===== src/nvsq_defines.svh =====
// constants for the nvsram soft sequence host controller
`ifndef NVSQ_DEFINES_SVH
`define NVSQ_DEFINES_SVH
`define NVSQ_ADDR_W 19
`define NVSQ_DATA_W 16
`define NVSQ_SEQ_A1 19'h04e38
`define NVSQ_SEQ_A2 19'h0b1c7
`define NVSQ_SEQ_A3 19'h083e0
`define NVSQ_SEQ_A4 19'h07c1f
`define NVSQ_SEQ_A5 19'h0703f
`define NVSQ_CMD_ASDIS 19'h08b45
`define NVSQ_CMD_ASEN 19'h04b46
`define NVSQ_CMD_STORE 19'h08fc0
`define NVSQ_CMD_RECALL 19'h04c63
`define NVSQ_SEQ_LEN 3'h6
// access phase timing in ref_clk cycles (40 ns each)
`define NVSQ_T_SETUP_NS 40
`define NVSQ_T_ACT_NS 80
`define NVSQ_T_REC_NS 40
`define NVSQ_CYC_NS 40
`define NVSQ_SETUP_CYC (8'((`NVSQ_T_SETUP_NS + `NVSQ_CYC_NS - 1) / `NVSQ_CYC_NS))
`define NVSQ_ACT_CYC (8'((`NVSQ_T_ACT_NS + `NVSQ_CYC_NS - 1) / `NVSQ_CYC_NS))
`define NVSQ_REC_CYC (8'((`NVSQ_T_REC_NS + `NVSQ_CYC_NS - 1) / `NVSQ_CYC_NS))
// read data reaches the logic two flops after the pins
`define NVSQ_SYNC_CYC 8'h02
// busy needs device latency plus two sync flops before it shows
`define NVSQ_BUSY_WAIT_CYC 8'h04
`endif


===== src/nvsq_pkg.sv =====
// types for the nvsram soft sequence host controller
`include "nvsq_defines.svh"
package nvsq_pkg;
    typedef enum logic [2:0] {
        NVSQ_OP_READ,
        NVSQ_OP_WRITE,
        NVSQ_OP_STORE,
        NVSQ_OP_RECALL,
        NVSQ_OP_AS_DIS,
        NVSQ_OP_AS_EN
    } nvsq_op_e;
    typedef struct packed {
        nvsq_op_e op;
        logic [`NVSQ_ADDR_W-1:0] addr;
        logic [`NVSQ_DATA_W-1:0] wdata;
        logic [1:0] byte_en;
    } nvsq_req_s;
    typedef struct packed {
        logic chip_select_n;
        logic write_enable_n;
        logic output_enable_n;
        logic upper_byte_enable_n;
        logic lower_byte_enable_n;
    } nvsq_ctl_s;
endpackage : nvsq_pkg


===== src/nvsq_host.sv =====
// host controller issuing accesses and soft command sequences to an nvsram
`timescale 1ns/1ps
`include "nvsq_defines.svh"
// Operation
// - host issues six sequence addresses strictly in listed order, consecutively.
// - write_enable_n stays high during all six accesses of a sequence.
// - accesses one to three read 0x4e38, 0xb1c7, 0x83e0.
// - accesses four and five read 0x7c1f and 0x703f.
// - enable and disable sequences are chip-select timed reads.
// - after changing automatic save, host issues a manual store; this controller returns to idle and leaves that store to the user.
// - any intervening access aborts a sequence.
module nvsq_host
    import nvsq_pkg::*;
(
    input wire logic ref_clk, // system clock
    input wire logic reset, // synchronous, active high
    input wire nvsq_req_s req, // request word
    input wire logic req_valid, // request offered
    output logic req_ready, // controller idle
    output logic [`NVSQ_DATA_W-1:0] rdata, // read data
    output logic rdata_valid, // one-cycle read data pulse
    output logic done, // one-cycle completion pulse
    output logic autosave_follow, // host copy of autosave setting
    output logic [`NVSQ_ADDR_W-1:0] mem_addr, // address pins
    output nvsq_ctl_s mem_ctl, // strobes, all active low
    output logic [`NVSQ_DATA_W-1:0] dq_out, // data to pins
    output logic dq_oe, // drive data pins
    input wire logic [`NVSQ_DATA_W-1:0] dq_in, // data from pins
    input wire logic store_busy_n_in, // busy pin level
    output logic store_busy_n_out, // busy pin drive value
    output logic store_busy_n_oe // busy pin drive enable
);

    typedef enum logic [2:0] {
        NVSQ_IDLE,
        NVSQ_SETUP,
        NVSQ_ACTIVE,
        NVSQ_RECOVER,
        NVSQ_WAIT_BUSY
    } nvsq_state_e;

    ////////////////////////////////////////////////////////////////////
    // sequence address lookup, step 0..5
    function automatic logic [`NVSQ_ADDR_W-1:0] seq_addr(input logic [2:0] step, input nvsq_op_e op);
        logic [`NVSQ_ADDR_W-1:0] a;
        a = `NVSQ_SEQ_A1;
        unique case (step)
            3'h0: a = `NVSQ_SEQ_A1;
            3'h1: a = `NVSQ_SEQ_A2;
            3'h2: a = `NVSQ_SEQ_A3;
            3'h3: a = `NVSQ_SEQ_A4;
            3'h4: a = `NVSQ_SEQ_A5;
            default: begin
                unique case (op)
                    NVSQ_OP_STORE: a = `NVSQ_CMD_STORE;
                    NVSQ_OP_RECALL: a = `NVSQ_CMD_RECALL;
                    NVSQ_OP_AS_DIS: a = `NVSQ_CMD_ASDIS;
                    default: a = `NVSQ_CMD_ASEN;
                endcase
            end
        endcase
        return a;
    endfunction : seq_addr

    function automatic logic is_seq(input nvsq_op_e op);
        return op != NVSQ_OP_READ && op != NVSQ_OP_WRITE;
    endfunction : is_seq

    ////////////////////////////////////////////////////////////////////
    nvsq_state_e state;
    nvsq_req_s cur;
    logic [2:0] step;
    logic [7:0] cnt;
    logic busy_s1, busy_s2;
    logic [`NVSQ_DATA_W-1:0] dq_s1, dq_s2;

    // pin synchronisers; first stage feeds only the second
    always_ff @(posedge ref_clk) begin
        busy_s1 <= store_busy_n_in;
        busy_s2 <= busy_s1;
        dq_s1 <= dq_in;
        dq_s2 <= dq_s1;
    end

    // main access sequencer
    // six addresses issued back to back with no other access between
    // requests are refused mid-sequence so nothing intervenes
    always_ff @(posedge ref_clk) begin
        if (reset) begin
            state <= NVSQ_IDLE;
            cur <= '0;
            step <= 3'h0;
            cnt <= 8'h00;
        end else begin
            unique case (state)
                NVSQ_IDLE: begin
                    // req_ready already folds in the synced busy level
                    if (req_valid && req_ready) begin
                        cur <= req;
                        step <= 3'h0;
                        cnt <= `NVSQ_SETUP_CYC;
                        state <= NVSQ_SETUP;
                    end
                end
                NVSQ_SETUP: begin
                    if (cnt == 8'h01) begin
                        cnt <= `NVSQ_ACT_CYC;
                        state <= NVSQ_ACTIVE;
                    end else begin
                        cnt <= cnt - 8'h01;
                    end
                end
                NVSQ_ACTIVE: begin
                    if (cnt == 8'h01) begin
                        cnt <= `NVSQ_REC_CYC;
                        state <= NVSQ_RECOVER;
                    end else begin
                        cnt <= cnt - 8'h01;
                    end
                end
                NVSQ_RECOVER: begin
                    if (cnt != 8'h01) begin
                        cnt <= cnt - 8'h01;
                    end else if (is_seq(cur.op) && step != `NVSQ_SEQ_LEN - 3'h1) begin
                        step <= step + 3'h1;
                        cnt <= `NVSQ_SETUP_CYC;
                        state <= NVSQ_SETUP;
                    end else if (cur.op == NVSQ_OP_READ) begin
                        // read data still travels the pin synchroniser
                        cnt <= `NVSQ_SYNC_CYC;
                        state <= NVSQ_WAIT_BUSY;
                    end else if (cur.op == NVSQ_OP_STORE || cur.op == NVSQ_OP_RECALL) begin
                        // hold off until the device releases busy
                        cnt <= `NVSQ_BUSY_WAIT_CYC;
                        state <= NVSQ_WAIT_BUSY;
                    end else begin
                        state <= NVSQ_IDLE;
                    end
                end
                NVSQ_WAIT_BUSY: begin
                    // sample after sync delay; busy may show a few cycles late
                    if (busy_s2 && cnt == 8'h00) begin
                        state <= NVSQ_IDLE;
                    end else if (cnt != 8'h00) begin
                        cnt <= cnt - 8'h01;
                    end
                end
                default: state <= NVSQ_IDLE;
            endcase
        end
    end

    ////////////////////////////////////////////////////////////////////
    // pin drive, all registered
    // write_enable_n low only for plain writes, never in a sequence
    always_ff @(posedge ref_clk) begin
        if (reset) begin
            mem_addr <= '0;
            mem_ctl <= '1;
            dq_out <= '0;
            dq_oe <= 1'b0;
        end else begin
            mem_addr <= is_seq(cur.op) ? seq_addr(step, cur.op) : cur.addr;
            mem_ctl.chip_select_n <= !(state == NVSQ_ACTIVE);
            mem_ctl.write_enable_n <= !(state == NVSQ_ACTIVE && cur.op == NVSQ_OP_WRITE);
            mem_ctl.output_enable_n <= !(state == NVSQ_ACTIVE && cur.op != NVSQ_OP_WRITE);
            mem_ctl.upper_byte_enable_n <= !(state == NVSQ_ACTIVE && (is_seq(cur.op) || cur.byte_en[1]));
            mem_ctl.lower_byte_enable_n <= !(state == NVSQ_ACTIVE && (is_seq(cur.op) || cur.byte_en[0]));
            dq_out <= cur.wdata;
            dq_oe <= (state == NVSQ_SETUP || state == NVSQ_ACTIVE) && cur.op == NVSQ_OP_WRITE;
        end
    end

    // answers to the user side
    // host copy follows the command; user must issue a store after
    always_ff @(posedge ref_clk) begin
        if (reset) begin
            req_ready <= 1'b0;
            rdata <= '0;
            rdata_valid <= 1'b0;
            done <= 1'b0;
            autosave_follow <= 1'b1;
        end else begin
            // low on the take edge so one request is never taken twice
            req_ready <= state == NVSQ_IDLE && busy_s2 && !(req_valid && req_ready);
            rdata_valid <= state == NVSQ_WAIT_BUSY && cnt == 8'h01 && cur.op == NVSQ_OP_READ;
            if (state == NVSQ_WAIT_BUSY && cnt == 8'h01 && cur.op == NVSQ_OP_READ) begin
                rdata <= dq_s2;
            end
            done <= (state == NVSQ_RECOVER && cnt == 8'h01 && !(is_seq(cur.op) && step != `NVSQ_SEQ_LEN - 3'h1)
                     && cur.op != NVSQ_OP_STORE && cur.op != NVSQ_OP_RECALL && cur.op != NVSQ_OP_READ)
                    || (state == NVSQ_WAIT_BUSY && busy_s2 && cnt == 8'h00);
            if (state == NVSQ_RECOVER && cnt == 8'h01 && step == `NVSQ_SEQ_LEN - 3'h1) begin
                if (cur.op == NVSQ_OP_AS_DIS) autosave_follow <= 1'b0;
                if (cur.op == NVSQ_OP_AS_EN) autosave_follow <= 1'b1;
            end
        end
    end

    // host never pulls the busy pin; it only watches it
    always_ff @(posedge ref_clk) begin
        store_busy_n_out <= 1'b1;
        store_busy_n_oe <= 1'b0;
    end

    ////////////////////////////////////////////////////////////////////
    a_seq_we_high: assert property (@(posedge ref_clk) disable iff (reset)
        is_seq(cur.op) && state != NVSQ_IDLE |=> mem_ctl.write_enable_n) else $error("we low in sequence");
    a_seq_first_addr: assert property (@(posedge ref_clk) disable iff (reset)
        state == NVSQ_ACTIVE && is_seq(cur.op) && step == 3'h0 |=> mem_addr == `NVSQ_SEQ_A1) else $error("bad step one");
    a_seq_fifth_addr: assert property (@(posedge ref_clk) disable iff (reset)
        state == NVSQ_ACTIVE && is_seq(cur.op) && step == 3'h4 |=> mem_addr == `NVSQ_SEQ_A5) else $error("bad step five");
    a_store_last_addr: assert property (@(posedge ref_clk) disable iff (reset)
        state == NVSQ_ACTIVE && cur.op == NVSQ_OP_STORE && step == 3'h5 |=> mem_addr == `NVSQ_CMD_STORE) else $error("bad store");
    a_recall_last_addr: assert property (@(posedge ref_clk) disable iff (reset)
        state == NVSQ_ACTIVE && cur.op == NVSQ_OP_RECALL && step == 3'h5 |=> mem_addr == `NVSQ_CMD_RECALL) else $error("bad recall");
    a_dis_clears: assert property (@(posedge ref_clk) disable iff (reset)
        state == NVSQ_RECOVER && cnt == 8'h01 && step == 3'h5 && cur.op == NVSQ_OP_AS_DIS |=> !autosave_follow)
        else $error("disable not applied");
    a_en_sets: assert property (@(posedge ref_clk) disable iff (reset)
        state == NVSQ_RECOVER && cnt == 8'h01 && step == 3'h5 && cur.op == NVSQ_OP_AS_EN |=> autosave_follow)
        else $error("enable not applied");
    a_no_intervene: assert property (@(posedge ref_clk) disable iff (reset)
        state == NVSQ_RECOVER && is_seq(cur.op) && step < 3'h5 && cnt == 8'h01 |=> state == NVSQ_SETUP && $stable(cur))
        else $error("sequence broken");
    a_chip_select_read: assert property (@(posedge ref_clk) disable iff (reset)
        !mem_ctl.chip_select_n && is_seq(cur.op) |-> mem_ctl.write_enable_n) else $error("sequence not a read");
    c_store: cover property (@(posedge ref_clk) state == NVSQ_WAIT_BUSY && cur.op == NVSQ_OP_STORE);
    c_recall: cover property (@(posedge ref_clk) state == NVSQ_WAIT_BUSY && cur.op == NVSQ_OP_RECALL);
    c_read: cover property (@(posedge ref_clk) rdata_valid);
    c_as_dis: cover property (@(posedge ref_clk) $fell(autosave_follow));

endmodule : nvsq_host


===== config.mk =====
export PLATFORM = sky130hd
export DESIGN_NAME = nvsq_host
export DESIGN_NICKNAME = d
export VERILOG_FILES = /design/src/nvsq_pkg.sv /design/src/nvsq_host.sv
export VERILOG_INCLUDE_DIRS = /design/src
export SDC_FILE = /design/constraint.sdc
export NUM_CORES = 1
export LEC_CHECK = 0
export BUFFER_PORTS_ARGS = -buffer_cell sky130_fd_sc_hd__clkbuf_2
export CAP_MARGIN = 20
export CORE_UTILIZATION = 50
export DETAILED_ROUTE_END_ITERATION = 8
export GPL_TIMING_DRIVEN = 0
export PLACE_DENSITY = 0.75
export SETUP_SLACK_MARGIN = 0.05
export SYNTH_ARGS = -nofsm -noshare
export SYNTH_HDL_FRONTEND = slang
export SYNTH_SLANG_ARGS = --single-unit

===== constraint.sdc =====
create_clock -name ref_clk -period 2.65 [get_ports ref_clk]
set_clock_uncertainty 0.05 [all_clocks]
set_input_delay 0.1325 -clock ref_clk [delete_from_list [all_inputs] [get_ports ref_clk]]
set_output_delay 0.1325 -clock ref_clk [all_outputs]
set_load 0.005 [all_outputs]

==> results of run 1 <==
==> cell usage in the layout, fill, tap and decap left out, types with 9 or more instances in the layout <==
cell,Yosys,final
sky130_fd_sc_hd__nor2_1,50,48
sky130_fd_sc_hd__nor3_1,14,14
sky130_fd_sc_hd__clkbuf_2,0,121
sky130_fd_sc_hd__clkbuf_1,22,20
sky130_fd_sc_hd__dlygate4sd3_1,0,63
sky130_fd_sc_hd__dfxtp_1,149,149
sky130_fd_sc_hd__nor2b_1,17,17
sky130_fd_sc_hd__mux2i_1,18,18
sky130_fd_sc_hd__a211oi_1,9,9
sky130_fd_sc_hd__a21oi_1,67,66
sky130_fd_sc_hd__o21ai_0,12,12
sky130_fd_sc_hd__inv_1,12,12
sky130_fd_sc_hd__clkbuf_16,0,16
sky130_fd_sc_hd__nand2_1,102,102
==> cell families after synthesis <==
| kind of cell | after synthesis |
|---|---|
| AO/OA/AOI/OAI | 113 |
| XOR/XNOR | 2 |
| adder cells (fa/ha/maj) | 7 |
| buffers and inverters | 47 |
| flip-flops | 149 |
| multiplexers | 18 |
| other | 2 |
| AND/OR/NAND/NOR | 221 |
==> power by group through the flow <==
| stage | Combinational, uW | Sequential (uW) | Clock (uW) |
|---|---|---|---|
| floorplan | 922 | 2570 | 0 |
| global placement | 1220 | 2580 | 0 |
| detailed placement | 1240 | 2590 | 0 |
| CTS | 1330 | 2540 | 2440 |
| global route | 1510 | 2570 | 2550 |
| finish | 1360 | 2550 | 2420 |
==> worst max-delay path, stage by stage, from the launching register on <==
cell,delay (ns)
sky130_fd_sc_hd__dfxtp_1,0.31
sky130_fd_sc_hd__clkbuf_8,0.16
sky130_fd_sc_hd__nor2_2,0.24
sky130_fd_sc_hd__and4_1,0.23
sky130_fd_sc_hd__clkbuf_1,0.23
sky130_fd_sc_hd__clkbuf_2,0.30
sky130_fd_sc_hd__nand2_1,0.09
sky130_fd_sc_hd__a21oi_1,0.18
sky130_fd_sc_hd__dlygate4sd3_1,0.57
==> cell usage after synthesis (5+ instances only) <==
master                       n
sky130_fd_sc_hd__a21oi_1    67
sky130_fd_sc_hd__nand2_1   102
sky130_fd_sc_hd__clkbuf_1   22
sky130_fd_sc_hd__ha_1        7
sky130_fd_sc_hd__nor3_1     14
sky130_fd_sc_hd__inv_1      12
sky130_fd_sc_hd__o21ai_0    12
sky130_fd_sc_hd__a211oi_1    9
sky130_fd_sc_hd__dfxtp_1   149
sky130_fd_sc_hd__clkbuf_8    5
sky130_fd_sc_hd__nand2b_1    5
sky130_fd_sc_hd__nor2_1     50
sky130_fd_sc_hd__or3_1       6
sky130_fd_sc_hd__nor2b_1    17
sky130_fd_sc_hd__mux2i_1    18
==> metrics by stage <==
| step | util | setup slack, ns | instance area (um2) | cells | hold slack, ns |
|---|---|---|---|---|---|
| finish | 0.708 | 0.241 | 7280 | 909 | 0.138 |
| global route | 0.708 | 0.0740 | 7280 | 909 | 0.130 |
| CTS | 0.707 | 0.0684 | 7260 | 909 | 0.114 |
| detailed placement | 0.587 | 0.317 | 6030 | 814 | 0.186 |
| global placement | 0.587 | 0.337 | 6030 | 814 | 0.185 |
| floorplan | - | 0.653 | 5270 | 559 | 0.110 |
==> what timing repair did <==
item	4_1_cts	5_1_grt
gates resized for setup	0	7
hold buffers	63	0
hold endpoints to repair	64	0
setup endpoints to repair	0	7
==> worst paths after layout <==
path,startpoint,end,slack [ns],depth (start not counted)
worst max-delay path,state[1]$_SDFFE_PP0P_,cur[2]$_SDFFE_PP0P_,0.24,8
worst max register to register,state[1]$_SDFFE_PP0P_,cur[2]$_SDFFE_PP0P_,0.24,8
worst min register to register,dq_s1[4]$_DFF_P_,dq_s2[4]$_DFF_P_,0.27,0
worst min-delay path,reset,req_ready$_SDFF_PP0_,0.14,3
==> flip-flops by register name, summed over array words and instances, names as in the netlist <==
signal,count
done,1
cnt,8
dq_s1,16
dq_oe,1
busy_s2,1
autosave_follow,1
rdata,16
state,3
busy_s1,1
mem_addr,19
rdata_valid,1
req_ready,1
dq_s2,16
dq_out,16
cur,40
mem_ctl,5
step,3
==> final cells by class <==
class | instances | area (um2)
tap | 136 | 170
buffer | 35 | 219
fill | 757 | 3000
multi-input combinational | 363 | 2030
clock buffer | 19 | 442
inverter | 12 | 45.0
timing repair buffer | 182 | 1230
sequential | 149 | 2980
clock inverter | 13 | 160
==> metal layers <==
metal | share of wire | vias to the layer above | wire length [um]
li1 | - | 2288 | -
met1 | 0.41 | 2210 | 5630
met2 | 0.51 | 145 | 7000
met3 | 0.054 | 33 | 743
met4 | 0.025 | 0 | 344
met5 | 0 | - | 0
==> flow_summary.html, run 1 <==
<table>
<tr><th>Metric</th><th>Value</th></tr>
<tr><th colspan="2">Status</th></tr>
<tr><td>Result of the run</td><td>finished clean</td></tr>
<tr><th colspan="2">Detailed routing</th></tr>
<tr><td>Final routed wire length divided by cell count</td><td>15.1 um</td></tr>
<tr><td>Remaining number of nets flagged by the antenna check after routing</td><td>0</td></tr>
<tr><td>Number of optimization iterations in the first detailed-route pass</td><td>5</td></tr>
<tr><td>Starting DRC count in detailed routing</td><td>311</td></tr>
<tr><td>Via count</td><td>4,676</td></tr>
<tr><td>DRC Markers</td><td>0</td></tr>
<tr><td>Wire length reported by the detailed router</td><td>13,700 um</td></tr>
<tr><td>Ratio of routed vias to standard cells</td><td>5.14</td></tr>
<tr><th colspan="2">Worst setup path</th></tr>
<tr><td>Worst Setup End Kind</td><td>flip-flop</td></tr>
<tr><td>Critical path required time</td><td>3.08 ns</td></tr>
<tr><td>Startpoint Class</td><td>flip-flop</td></tr>
<tr><td>Data arrival time at the worst-slack endpoint</td><td>2.84 ns</td></tr>
<tr><td>Critical Setup Path Class</td><td>reg -&gt; reg</td></tr>
<tr><td>Largest fanout on the critical path</td><td>10</td></tr>
<tr><th colspan="2">Logic synthesis</th></tr>
<tr><td>Simple-gate share of the synthesized area</td><td>0.197</td></tr>
<tr><td>Arithmetic-cell share of the synthesized area counting full adders, half adders and majority gates</td><td>0.0166</td></tr>
<tr><td>Primary FF master, synth</td><td>sky130_fd_sc_hd__dfxtp_1</td></tr>
<tr><td>Yosys warning total</td><td>0</td></tr>
<tr><td>Async S/R FF share, synth</td><td>0</td></tr>
<tr><td>Synthesized flop and latch total</td><td>149</td></tr>
<tr><td>Proportion of synthesized area in mux cells</td><td>0.0342</td></tr>
<tr><td>Number of library cell types mapped by synthesis</td><td>55</td></tr>
<tr><td>Synth Area in XOR/XNOR</td><td>0.00333</td></tr>
<tr><td>Fraction of the yosys area taken by sequential cells</td><td>0.566</td></tr>
<tr><td>Cell count after synthesis</td><td>559</td></tr>
<tr><td>Top cell type's share of synthesized area</td><td>0.566</td></tr>
<tr><td>Top cells by area, synth</td><td>sky130_fd_sc_hd__dfxtp_1 (57%), sky130_fd_sc_hd__nand2_1 (7.3%), sky130_fd_sc_hd__a21oi_1 (6.4%)</td></tr>
<tr><td>Synthesized area divided by synthesized cell count</td><td>9.42 um2</td></tr>
<tr><td>Number of enable-type register cells in the synthesized netlist</td><td>0</td></tr>
<tr><td>Number of nets in the synthesized netlist</td><td>626</td></tr>
<tr><td>Synth Cell Area</td><td>0.00527 mm2</td></tr>
<tr><td>Largest area contributor in the synthesized netlist</td><td>sky130_fd_sc_hd__dfxtp_1</td></tr>
<tr><td>Dominant combinational cell family by area after synthesis</td><td>simple AND/OR/NAND/NOR gates</td></tr>
<tr><td>Compound-Gate Fraction of Synth Area</td><td>0.131</td></tr>
<tr><th colspan="2">GRT</th></tr>
<tr><td>Final global-route overflow total</td><td>0</td></tr>
<tr><td>Largest net degree at the start of global routing</td><td>17</td></tr>
<tr><td>GRT Total Usage</td><td>0.257</td></tr>
<tr><td>Routing layer with the top usage in global route</td><td>met2</td></tr>
<tr><td>Vias in the first global route</td><td>4,589</td></tr>
<tr><td>Grt met1 use</td><td>0.293</td></tr>
<tr><td>Met3 GRT Util</td><td>0.0661</td></tr>
<tr><td>Number of antenna violations at the first check in global routing</td><td>0</td></tr>
<tr><td>Met2 Track Usage GR</td><td>0.456</td></tr>
<tr><td>Global-route wire length before repair</td><td>21,900 um</td></tr>
<tr><th colspan="2">Power</th></tr>
<tr><td>Reg power frac</td><td>0.403</td></tr>
<tr><td>Switching part of the total power</td><td>0.303</td></tr>
<tr><td>Net switching power of the design</td><td>1920 uW</td></tr>
<tr><td>Share of power burned in combinational logic</td><td>0.215</td></tr>
<tr><td>Total power of the final layout</td><td>6320 uW</td></tr>
<tr><td>Highest ir drop seen on vdd</td><td>0.524 mV</td></tr>
<tr><td>Standby leakage power</td><td>0.00312 uW</td></tr>
<tr><td>Pint</td><td>4410 uW</td></tr>
<tr><td>Part of the total power dissipated in the clock network</td><td>0.382</td></tr>
<tr><td>Pwr Density</td><td>869 mW/mm2</td></tr>
<tr><th colspan="2">Clock network</th></tr>
<tr><td>Clock Path Buffers</td><td>2</td></tr>
<tr><td>Clock tree from TritonCTS</td><td>yes</td></tr>
<tr><td>TritonCTS Buffers</td><td>17</td></tr>
<tr><td>Number of buffers added for setup after CTS</td><td>0</td></tr>
<tr><td>Master cell of the clock root buffer</td><td>sky130_fd_sc_hd__clkbuf_8</td></tr>
<tr><td>Clock transition time at the flip-flop clock pins of the worst setup and hold paths</td><td>0.07 ns</td></tr>
<tr><td>Max H-tree Level</td><td>4</td></tr>
<tr><td>Total number of clock tree sinks</td><td>149</td></tr>
<tr><td>Later-pin clock latency in the skew report</td><td>0.53 ns</td></tr>
<tr><th colspan="2">Finish</th></tr>
<tr><td>Area Growth Syn to Fin</td><td>38.2%</td></tr>
<tr><td>Fraction of final layout cells with drive strength greater than 1</td><td>0.234</td></tr>
<tr><td>Final-stage net count</td><td>827</td></tr>
<tr><td>Antenna cell count</td><td>0</td></tr>
<tr><th colspan="2">Placement</th></tr>
<tr><td>Buffers added on ports</td><td>119</td></tr>
<tr><td>RD Place Congestion</td><td>0.893</td></tr>
<tr><td>Estimated wirelength of the detail-placed design</td><td>8590 um</td></tr>
<tr><th colspan="2">Floorplanning</th></tr>
<tr><td>Die Area</td><td>0.0109 mm2</td></tr>
<tr><td>Height of the die</td><td>105 um</td></tr>
<tr><td>Area of the core</td><td>0.0103 mm2</td></tr>
<tr><td>Number of ports placed on the die boundary</td><td>123</td></tr>
<tr><td>Cell row count</td><td>37</td></tr>
<tr><td>Initial Util</td><td>0.512</td></tr>
<tr><td>Chip width</td><td>105 um</td></tr>
<tr><th colspan="2">Timing</th></tr>
<tr><td>Slew headroom</td><td>0.348</td></tr>
<tr><td>Share of the clock period used by the worst path</td><td>0.909</td></tr>
<tr><td>Setup repair after global routing missed its margin</td><td>no</td></tr>
<tr><td>Max-slew violation total from the final report</td><td>0</td></tr>
<tr><td>Worst slew pin tran</td><td>0.969 ns</td></tr>
<tr><td>Max Clk Rate</td><td>415 MHz</td></tr>
<tr><td>Number of setup violations in the final report</td><td>0</td></tr>
<tr><td>Post-route setup TNS</td><td>0 ns</td></tr>
<tr><td>Number of hold violations in the final report</td><td>0</td></tr>
<tr><td>Final Critical Period</td><td>2.41 ns</td></tr>
<tr><th colspan="2">Flow run</th></tr>
<tr><td>Max Cap Viol</td><td>0</td></tr>
<tr><th colspan="2">Min path</th></tr>
<tr><td>Type of the worst min-delay path</td><td>in -&gt; reg</td></tr>
</table>
Note: power is estimated with default switching activity, not from simulation.
==> run 2: changes to the inputs <==
Settings changed: BUFFER_PORTS_ARGS -buffer_cell sky130_fd_sc_hd__clkbuf_2 to not set, DONT_BUFFER_PORTS set to 1, PLACE_DENSITY 0.75 to not set.
Clock period 2.65 ns to 2.6 ns, I/O delays scaled along.
==> flow_summary.html, run 2 (synthesis results as in run 1) <==
<table>
<tr><th>Metric</th><th>Value</th></tr>
<tr><th colspan="2">GRT</th></tr>
<tr><td>Largest net degree at the start of global routing</td><td>17</td></tr>
<tr><td>Vias in the first global route</td><td>3,855</td></tr>
<tr><td>Global-route wire length before repair</td><td>19,700 um</td></tr>
<tr><td>Number of antenna violations at the first check in global routing</td><td>0</td></tr>
<tr><td>GRT Total Usage</td><td>0.232</td></tr>
<tr><td>Final global-route overflow total</td><td>0</td></tr>
<tr><th colspan="2">Clock network</th></tr>
<tr><td>Clock Path Buffers</td><td>2</td></tr>
<tr><td>Clock transition time at the flip-flop clock pins of the worst setup and hold paths</td><td>0.07 ns</td></tr>
<tr><td>Total number of clock tree sinks</td><td>149</td></tr>
<tr><td>Max H-tree Level</td><td>4</td></tr>
<tr><td>Master cell of the clock root buffer</td><td>sky130_fd_sc_hd__clkbuf_8</td></tr>
<tr><td>Clock tree from TritonCTS</td><td>yes</td></tr>
<tr><td>Later-pin clock latency in the skew report</td><td>0.52 ns</td></tr>
<tr><td>TritonCTS Buffers</td><td>17</td></tr>
<tr><th colspan="2">Finish</th></tr>
<tr><td>Most frequent standard cell in the layout excluding fill and tap cells</td><td>sky130_fd_sc_hd__dfxtp_1</td></tr>
<tr><td>Fill cells</td><td>898</td></tr>
<tr><td>Most frequent cells in the layout</td><td>sky130_fd_sc_hd__dfxtp_1 (149), sky130_fd_sc_hd__nand2_1 (102), sky130_fd_sc_hd__a21oi_1 (66)</td></tr>
<tr><td>Reg with most FFs</td><td>cur</td></tr>
<tr><td>Final instance count without filler cells</td><td>786</td></tr>
<tr><td>Final-stage net count</td><td>704</td></tr>
<tr><td>Antenna cell count</td><td>0</td></tr>
<tr><td>Largest regs</td><td>cur: 40 flops, mem_addr: 19 flops</td></tr>
<tr><td>Flip-flop count of the largest register after layout</td><td>40</td></tr>
<tr><td>Area Growth Syn to Fin</td><td>25.6%</td></tr>
<tr><td>Fraction of final layout cells with drive strength greater than 1</td><td>0.0877</td></tr>
<tr><th colspan="2">Detailed routing</th></tr>
<tr><td>Remaining number of nets flagged by the antenna check after routing</td><td>0</td></tr>
<tr><td>Starting DRC count in detailed routing</td><td>216</td></tr>
<tr><td>Wire length reported by the detailed router</td><td>12,400 um</td></tr>
<tr><td>Via count</td><td>4,078</td></tr>
<tr><td>Final routed wire length divided by cell count</td><td>15.8 um</td></tr>
<tr><td>Number of optimization iterations in the first detailed-route pass</td><td>5</td></tr>
<tr><td>DRC Markers</td><td>0</td></tr>
<tr><td>Ratio of routed vias to standard cells</td><td>5.19</td></tr>
<tr><th colspan="2">Worst setup path</th></tr>
<tr><td>Data arrival time at the worst-slack endpoint</td><td>2.71 ns</td></tr>
<tr><td>Critical path required time</td><td>2.94 ns</td></tr>
<tr><td>Startpoint Class</td><td>flip-flop</td></tr>
<tr><td>Largest fanout on the critical path</td><td>10</td></tr>
<tr><td>Worst Setup End Kind</td><td>flip-flop</td></tr>
<tr><td>Critical Setup Path Class</td><td>reg -&gt; reg</td></tr>
<tr><th colspan="2">Floorplanning</th></tr>
<tr><td>Cell row count</td><td>37</td></tr>
<tr><td>Number of ports placed on the die boundary</td><td>123</td></tr>
<tr><td>Die Area</td><td>0.0109 mm2</td></tr>
<tr><td>Height of the die</td><td>105 um</td></tr>
<tr><td>Chip width</td><td>105 um</td></tr>
<tr><td>Area of the core</td><td>0.0103 mm2</td></tr>
<tr><td>Initial Util</td><td>0.512</td></tr>
<tr><th colspan="2">Timing</th></tr>
<tr><td>Share of the clock period used by the worst path</td><td>0.912</td></tr>
<tr><td>Final Critical Period</td><td>2.37 ns</td></tr>
<tr><td>Slew headroom</td><td>0.328</td></tr>
<tr><td>Post-route setup TNS</td><td>0 ns</td></tr>
<tr><td>Max Clk Rate</td><td>422 MHz</td></tr>
<tr><td>Max-slew violation total from the final report</td><td>0</td></tr>
<tr><td>Worst slew pin tran</td><td>0.999 ns</td></tr>
<tr><td>Number of hold violations in the final report</td><td>0</td></tr>
<tr><td>Setup repair after global routing missed its margin</td><td>no</td></tr>
<tr><td>Number of setup violations in the final report</td><td>0</td></tr>
<tr><th colspan="2">Flow run</th></tr>
<tr><td>Max Cap Viol</td><td>0</td></tr>
<tr><th colspan="2">Placement</th></tr>
<tr><td>Cell total after placement</td><td>695</td></tr>
<tr><td>Buffers added on ports</td><td>0</td></tr>
<tr><td>Estimated wirelength of the detail-placed design</td><td>8220 um</td></tr>
<tr><td>RD Place Congestion</td><td>0.867</td></tr>
<tr><th colspan="2">Status</th></tr>
<tr><td>Result of the run</td><td>finished clean</td></tr>
<tr><th colspan="2">Power</th></tr>
<tr><td>Highest ir drop seen on vdd</td><td>0.578 mV</td></tr>
<tr><td>Standby leakage power</td><td>0.00255 uW</td></tr>
<tr><td>Pwr Density</td><td>949 mW/mm2</td></tr>
<tr><th colspan="2">Min path</th></tr>
<tr><td>Type of the worst min-delay path</td><td>in -&gt; reg</td></tr>
</table>
==> run 2: power breakdown <==
group	switching (uW)	internal, uW	total, uW
clock	979	1410	2390
sequential	141	2460	2600
combinational	764	517	1280
total	1880	4390	6270
==> run 2: final cells by class <==
| cell class | instances | area, um2 | share of cell area |
|---|---|---|---|
| buffer | 35 | 216 | 0.0327 |
| sequential | 149 | 2980 | 0.451 |
| inverter | 12 | 45.0 | 0.00681 |
| clock inverter | 12 | 144 | 0.0218 |
| multi-input combinational | 363 | 2030 | 0.307 |
| timing repair buffer | 59 | 591 | 0.0893 |
| clock buffer | 20 | 435 | 0.0658 |
| tap | 136 | 170 | 0.0257 |
==> run 2: metrics by stage <==
step / util / cell area, um2 / hold WS, ns / setup slack, ns / power [uW]
after floorplan: - / 5270 / 0.108 / 0.603 / 3550
after global placement: 0.529 / 5440 / 0.108 / 0.148 / 3800
after detailed placement: 0.529 / 5440 / 0.108 / 0.164 / 3830
after CTS: 0.643 / 6610 / 0.0813 / 0.106 / 6290
after global routing: 0.643 / 6610 / 0.0781 / 0.108 / 6570
final: 0.643 / 6610 / 0.103 / 0.229 / 6270
==> run 2: worst max-delay path, cell delays in order, from the launching register on <==
cell and delay [ns]:
sky130_fd_sc_hd__dfxtp_1 0.32, sky130_fd_sc_hd__inv_1 0.10, sky130_fd_sc_hd__ha_1 0.16, sky130_fd_sc_hd__or3b_2 0.52
sky130_fd_sc_hd__nor2_2 0.19, sky130_fd_sc_hd__nand3_1 0.15, sky130_fd_sc_hd__buf_2 0.25, sky130_fd_sc_hd__buf_6 0.19
sky130_fd_sc_hd__mux2i_1 0.23, sky130_fd_sc_hd__nor2_1 0.08
==> run 2: path summary, 6_finish.rpt <==
path,startpoint,endpoint,slack [ns],cells past startpoint
worst max register to register,cnt[1]$_SDFFE_PP0P_,rdata[12]$_SDFFE_PP0P_,0.23,9
worst min register to register,busy_s1$_DFF_P_,busy_s2$_DFF_P_,0.28,0
worst max-delay path,cnt[1]$_SDFFE_PP0P_,rdata[12]$_SDFFE_PP0P_,0.23,9
worst min-delay path,dq_in[6],dq_s1[6]$_DFF_P_,0.10,1
==> run 2: what timing repair did <==
| item | 4_1_cts | 5_1_grt |
|---|---|---|
| resized for setup | 0 | 2 |
| setup endpoints to repair | 0 | 2 |
| endpoints found under the hold margin | 64 | 0 |
| hold buffers | 59 | 0 |
| setup buffers | 0 | 0 |
==> run 2: per-layer routing <==
| layer | vias to the layer above | wire length, um | part of all wire | track usage |
|---|---|---|---|---|
| met5 | - | 0 | 0 | 0 |
| met1 | 1868 | 5740 | 0.46 | 0.306 |
| met2 | 149 | 5600 | 0.45 | 0.354 |
| met3 | 22 | 818 | 0.066 | 0.0624 |
| met4 | 0 | 238 | 0.019 | 0.113 |
| li1 | 2039 | - | - | - |
==> run 3: changes to the inputs <==
Settings changed: ABC_AREA set to 1, CAP_MARGIN 20 to not set.
==> flow_summary.html, run 3 <==
<table>
<tr><th>Metric</th><th>Value</th></tr>
<tr><th colspan="2">Status</th></tr>
<tr><td>Result of the run</td><td>finished clean</td></tr>
<tr><th colspan="2">Finish</th></tr>
<tr><td>Flip-flop count of the largest register after layout</td><td>40</td></tr>
<tr><td>Largest regs</td><td>cur: 40 flops, mem_addr: 19 flops</td></tr>
<tr><td>Reg with most FFs</td><td>cur</td></tr>
<tr><td>Final-stage net count</td><td>766</td></tr>
<tr><td>Fill cells</td><td>855</td></tr>
<tr><td>Antenna cell count</td><td>0</td></tr>
<tr><td>Area Growth Syn to Fin</td><td>27.7%</td></tr>
<tr><td>Most frequent standard cell in the layout excluding fill and tap cells</td><td>sky130_fd_sc_hd__dfxtp_1</td></tr>
<tr><td>Most frequent cells in the layout</td><td>sky130_fd_sc_hd__dfxtp_1 (149), sky130_fd_sc_hd__nor2_1 (78), sky130_fd_sc_hd__o21ai_0 (72)</td></tr>
<tr><td>Fraction of final layout cells with drive strength greater than 1</td><td>0.0857</td></tr>
<tr><td>Final core utilization</td><td>0.665</td></tr>
<tr><th colspan="2">Worst setup path</th></tr>
<tr><td>Flop-to-flop setup slack</td><td>0.28 ns</td></tr>
<tr><td>Worst Setup End Kind</td><td>flip-flop</td></tr>
<tr><td>Startpoint Class</td><td>flip-flop</td></tr>
<tr><td>Number of cells on the worst reg-to-reg path</td><td>7</td></tr>
<tr><td>Critical Setup Path Class</td><td>reg -&gt; reg</td></tr>
<tr><td>List of cells traversed by the critical path</td><td>nand2_1 &gt; clkinv_1 &gt; nand2_1 &gt; clkbuf_1 &gt; o21ai_0 &gt; dlygate4sd3_1 &gt; a21oi_1</td></tr>
<tr><td>Worst r2r dst</td><td>cur[3]$_SDFFE_PP0P_</td></tr>
<tr><td>Largest fanout on the critical path</td><td>10</td></tr>
<tr><td>Most repeated library cell on the critical path</td><td>sky130_fd_sc_hd__nand2_1</td></tr>
<tr><td>Startpoint of the most critical register-to-register path</td><td>req_ready$_SDFF_PP0_</td></tr>
<tr><td>Critical path required time</td><td>3.01 ns</td></tr>
<tr><td>Largest stage delay, worst path</td><td>0.59 ns</td></tr>
<tr><td>CP max-delay cell</td><td>sky130_fd_sc_hd__dlygate4sd3_1</td></tr>
<tr><td>Data arrival time at the worst-slack endpoint</td><td>2.73 ns</td></tr>
<tr><th colspan="2">Floorplanning</th></tr>
<tr><td>Chip width</td><td>104 um</td></tr>
<tr><td>Die Area</td><td>0.0107 mm2</td></tr>
<tr><td>Cell row count</td><td>36</td></tr>
<tr><td>Area of the core</td><td>0.00991 mm2</td></tr>
<tr><td>Height of the die</td><td>104 um</td></tr>
<tr><td>Initial Util</td><td>0.521</td></tr>
<tr><td>Number of ports placed on the die boundary</td><td>123</td></tr>
<tr><th colspan="2">Timing</th></tr>
<tr><td>Post-route setup TNS</td><td>0 ns</td></tr>
<tr><td>Worst slew pin tran</td><td>0.790 ns</td></tr>
<tr><td>Worst hold margin</td><td>0.0541 ns</td></tr>
<tr><td>Number of hold violations in the final report</td><td>0</td></tr>
<tr><td>Max-slew violation total from the final report</td><td>0</td></tr>
<tr><td>Slew headroom</td><td>0.474</td></tr>
<tr><td>Number of setup violations in the final report</td><td>0</td></tr>
<tr><td>Worst Setup Slack, final</td><td>0.277 ns</td></tr>
<tr><td>Setup repair after global routing missed its margin</td><td>no</td></tr>
<tr><td>Share of the clock period used by the worst path</td><td>0.894</td></tr>
<tr><td>Final Critical Period</td><td>2.32 ns</td></tr>
<tr><td>Max Clk Rate</td><td>430 MHz</td></tr>
<tr><th colspan="2">Detailed routing</th></tr>
<tr><td>Remaining number of nets flagged by the antenna check after routing</td><td>0</td></tr>
<tr><td>Via count</td><td>4,246</td></tr>
<tr><td>Wire length reported by the detailed router</td><td>12,100 um</td></tr>
<tr><td>Number of optimization iterations in the first detailed-route pass</td><td>5</td></tr>
<tr><td>Ratio of routed vias to standard cells</td><td>5.02</td></tr>
<tr><td>Starting DRC count in detailed routing</td><td>216</td></tr>
<tr><td>Final routed wire length divided by cell count</td><td>14.3 um</td></tr>
<tr><td>DRC Markers</td><td>0</td></tr>
<tr><th colspan="2">Clock network</th></tr>
<tr><td>Number of buffers added for setup after CTS</td><td>0</td></tr>
<tr><td>Total number of clock tree sinks</td><td>149</td></tr>
<tr><td>Clock Path Buffers</td><td>2</td></tr>
<tr><td>Master cell of the clock root buffer</td><td>sky130_fd_sc_hd__clkbuf_8</td></tr>
<tr><td>Max H-tree Level</td><td>4</td></tr>
<tr><td>Clock transition time at the flip-flop clock pins of the worst setup and hold paths</td><td>0.06 ns</td></tr>
<tr><td>Later-pin clock latency in the skew report</td><td>0.53 ns</td></tr>
<tr><td>Hold Buf Count CTS</td><td>69</td></tr>
<tr><td>Clock tree from TritonCTS</td><td>yes</td></tr>
<tr><td>Cells resized by post-CTS repair</td><td>0</td></tr>
<tr><td>TritonCTS Buffers</td><td>17</td></tr>
<tr><th colspan="2">Placement</th></tr>
<tr><td>Estimated wirelength of the detail-placed design</td><td>8180 um</td></tr>
<tr><td>RD Place Congestion</td><td>0.863</td></tr>
<tr><td>Pre-CTS setup slack</td><td>0.541 ns</td></tr>
<tr><td>Buffers added on ports</td><td>0</td></tr>
<tr><th colspan="2">Power</th></tr>
<tr><td>Pwr Density</td><td>1010 mW/mm2</td></tr>
<tr><td>Highest ir drop seen on vdd</td><td>0.589 mV</td></tr>
<tr><td>Standby leakage power</td><td>0.00274 uW</td></tr>
<tr><th colspan="2">Logic synthesis</th></tr>
<tr><td>Number of nets in the synthesized netlist</td><td>678</td></tr>
<tr><td>Largest area contributor in the synthesized netlist</td><td>sky130_fd_sc_hd__dfxtp_1</td></tr>
<tr><td>Top cells by area, synth</td><td>sky130_fd_sc_hd__dfxtp_1 (58%), sky130_fd_sc_hd__o21ai_0 (7.0%), sky130_fd_sc_hd__nor2_1 (5.7%)</td></tr>
<tr><td>Cell with the most instances after synthesis</td><td>sky130_fd_sc_hd__dfxtp_1</td></tr>
<tr><td>Number of library cell types mapped by synthesis</td><td>32</td></tr>
<tr><td>Fraction of the yosys area taken by sequential cells</td><td>0.578</td></tr>
<tr><td>Synthesized area divided by synthesized cell count</td><td>8.45 um2</td></tr>
<tr><td>Number of enable-type register cells in the synthesized netlist</td><td>0</td></tr>
<tr><td>Synth top cells by count</td><td>sky130_fd_sc_hd__dfxtp_1 (149), sky130_fd_sc_hd__nor2_1 (78), sky130_fd_sc_hd__o21ai_0 (72)</td></tr>
<tr><td>Primary FF master, synth</td><td>sky130_fd_sc_hd__dfxtp_1</td></tr>
<tr><td>Cell count after synthesis</td><td>611</td></tr>
<tr><td>Top cell type's share of synthesized area</td><td>0.578</td></tr>
<tr><td>Synth Cell Area</td><td>0.00516 mm2</td></tr>
<tr><td>Yosys warning total</td><td>0</td></tr>
<tr><td>Async S/R FF share, synth</td><td>0</td></tr>
<tr><td>Synthesized flop and latch total</td><td>149</td></tr>
<tr><th colspan="2">GRT</th></tr>
<tr><td>Largest net degree at the start of global routing</td><td>17</td></tr>
<tr><td>Final global-route overflow total</td><td>0</td></tr>
<tr><td>Number of antenna violations at the first check in global routing</td><td>0</td></tr>
<tr><td>Vias in the first global route</td><td>4,126</td></tr>
<tr><td>Global-route wire length before repair</td><td>19,600 um</td></tr>
<tr><td>GRT Total Usage</td><td>0.234</td></tr>
<tr><th colspan="2">Min path</th></tr>
<tr><td>Count of cells along the worst hold path</td><td>5</td></tr>
<tr><td>Hold path startpoint</td><td>req_valid</td></tr>
<tr><td>Type of the worst min-delay path</td><td>in -&gt; reg</td></tr>
<tr><td>Worst Hold End</td><td>req_ready$_SDFF_PP0_</td></tr>
<tr><th colspan="2">Flow run</th></tr>
<tr><td>Max Cap Viol</td><td>0</td></tr>
</table>
==> run 3: cell type report <==
class                      count  area, um2  share of cell area
sequential                   149       2980               0.453
multi-input combinational    363       1770               0.268
timing repair buffer          69        691               0.105
clock buffer                  19        432              0.0655
inverter                      73        277              0.0420
tap                          133        166              0.0253
clock inverter                13        139              0.0211
buffer                        26        135              0.0205
==> run 3: where the power goes <==
part	total [uW]	switching, uW	leakage [uW]	internal (uW)
Sequential	2720	164	0.00122	2550
Combinational	1640	1070	0.00124	568
Clock	2330	998	0.000272	1330
Total	6680	2230	0.00274	4450
==> run 3: worst max-delay path by stage <==
stage / start / to / slack, ns / cells past startpoint
2_1_floorplan: step[0]$_SDFFE_PP0P_ / mem_addr[5]$_SDFF_PP0_ / 0.92 / 8
3_3_place_gp: step[0]$_SDFFE_PP0P_ / mem_addr[8]$_SDFF_PP0_ / 0.56 / 9
3_5_place_dp: step[0]$_SDFFE_PP0P_ / mem_addr[8]$_SDFF_PP0_ / 0.54 / 9
4_1_cts: req_ready$_SDFF_PP0_ / cur[4]$_SDFFE_PP0P_ / 0.31 / 7
5_1_grt: req_ready$_SDFF_PP0_ / cur[4]$_SDFFE_PP0P_ / 0.07 / 7
6_report: req_ready$_SDFF_PP0_ / cur[3]$_SDFFE_PP0P_ / 0.28 / 7
==> run 3: through the flow <==
step | area (um2) | power, uW | std cells
final | 6590 | 6680 | 845
after global routing | 6590 | 7080 | 845
after CTS | 6590 | 6700 | 845
after detailed placement | 5330 | 4300 | 744
after global placement | 5330 | 4260 | 744
after floorplan | 5160 | 3930 | 611
==> run 3: critical path, delay by kind of cell (launching register included) <==
kind	cells	cell delay, ns
compound gates	2	0.24
simple gates	2	0.44
flops	1	0.32
buf+inv	3	1.20
==> run 3: cells by family after synthesis <==
family                   count (synthesis)  share of synthesized area
AO/OA/AOI/OAI                          140                      0.142
other                                    2                    0.00145
buffers and inverters                   99                     0.0797
AND/OR/NAND/NOR                        213                      0.180
flip-flops                             149                      0.578
adder cells (fa/ha/maj)                  7                     0.0170
XOR/XNOR                                 1                    0.00170
==> run 3: per-layer routing <==
layer | part of all wire | vias up | global-route usage
met5 | 0 | - | 0
met4 | 0.014 | 0 | 0.0932
met3 | 0.057 | 13 | 0.0780
met2 | 0.51 | 100 | 0.406
met1 | 0.42 | 1986 | 0.265
li1 | - | 2147 | -
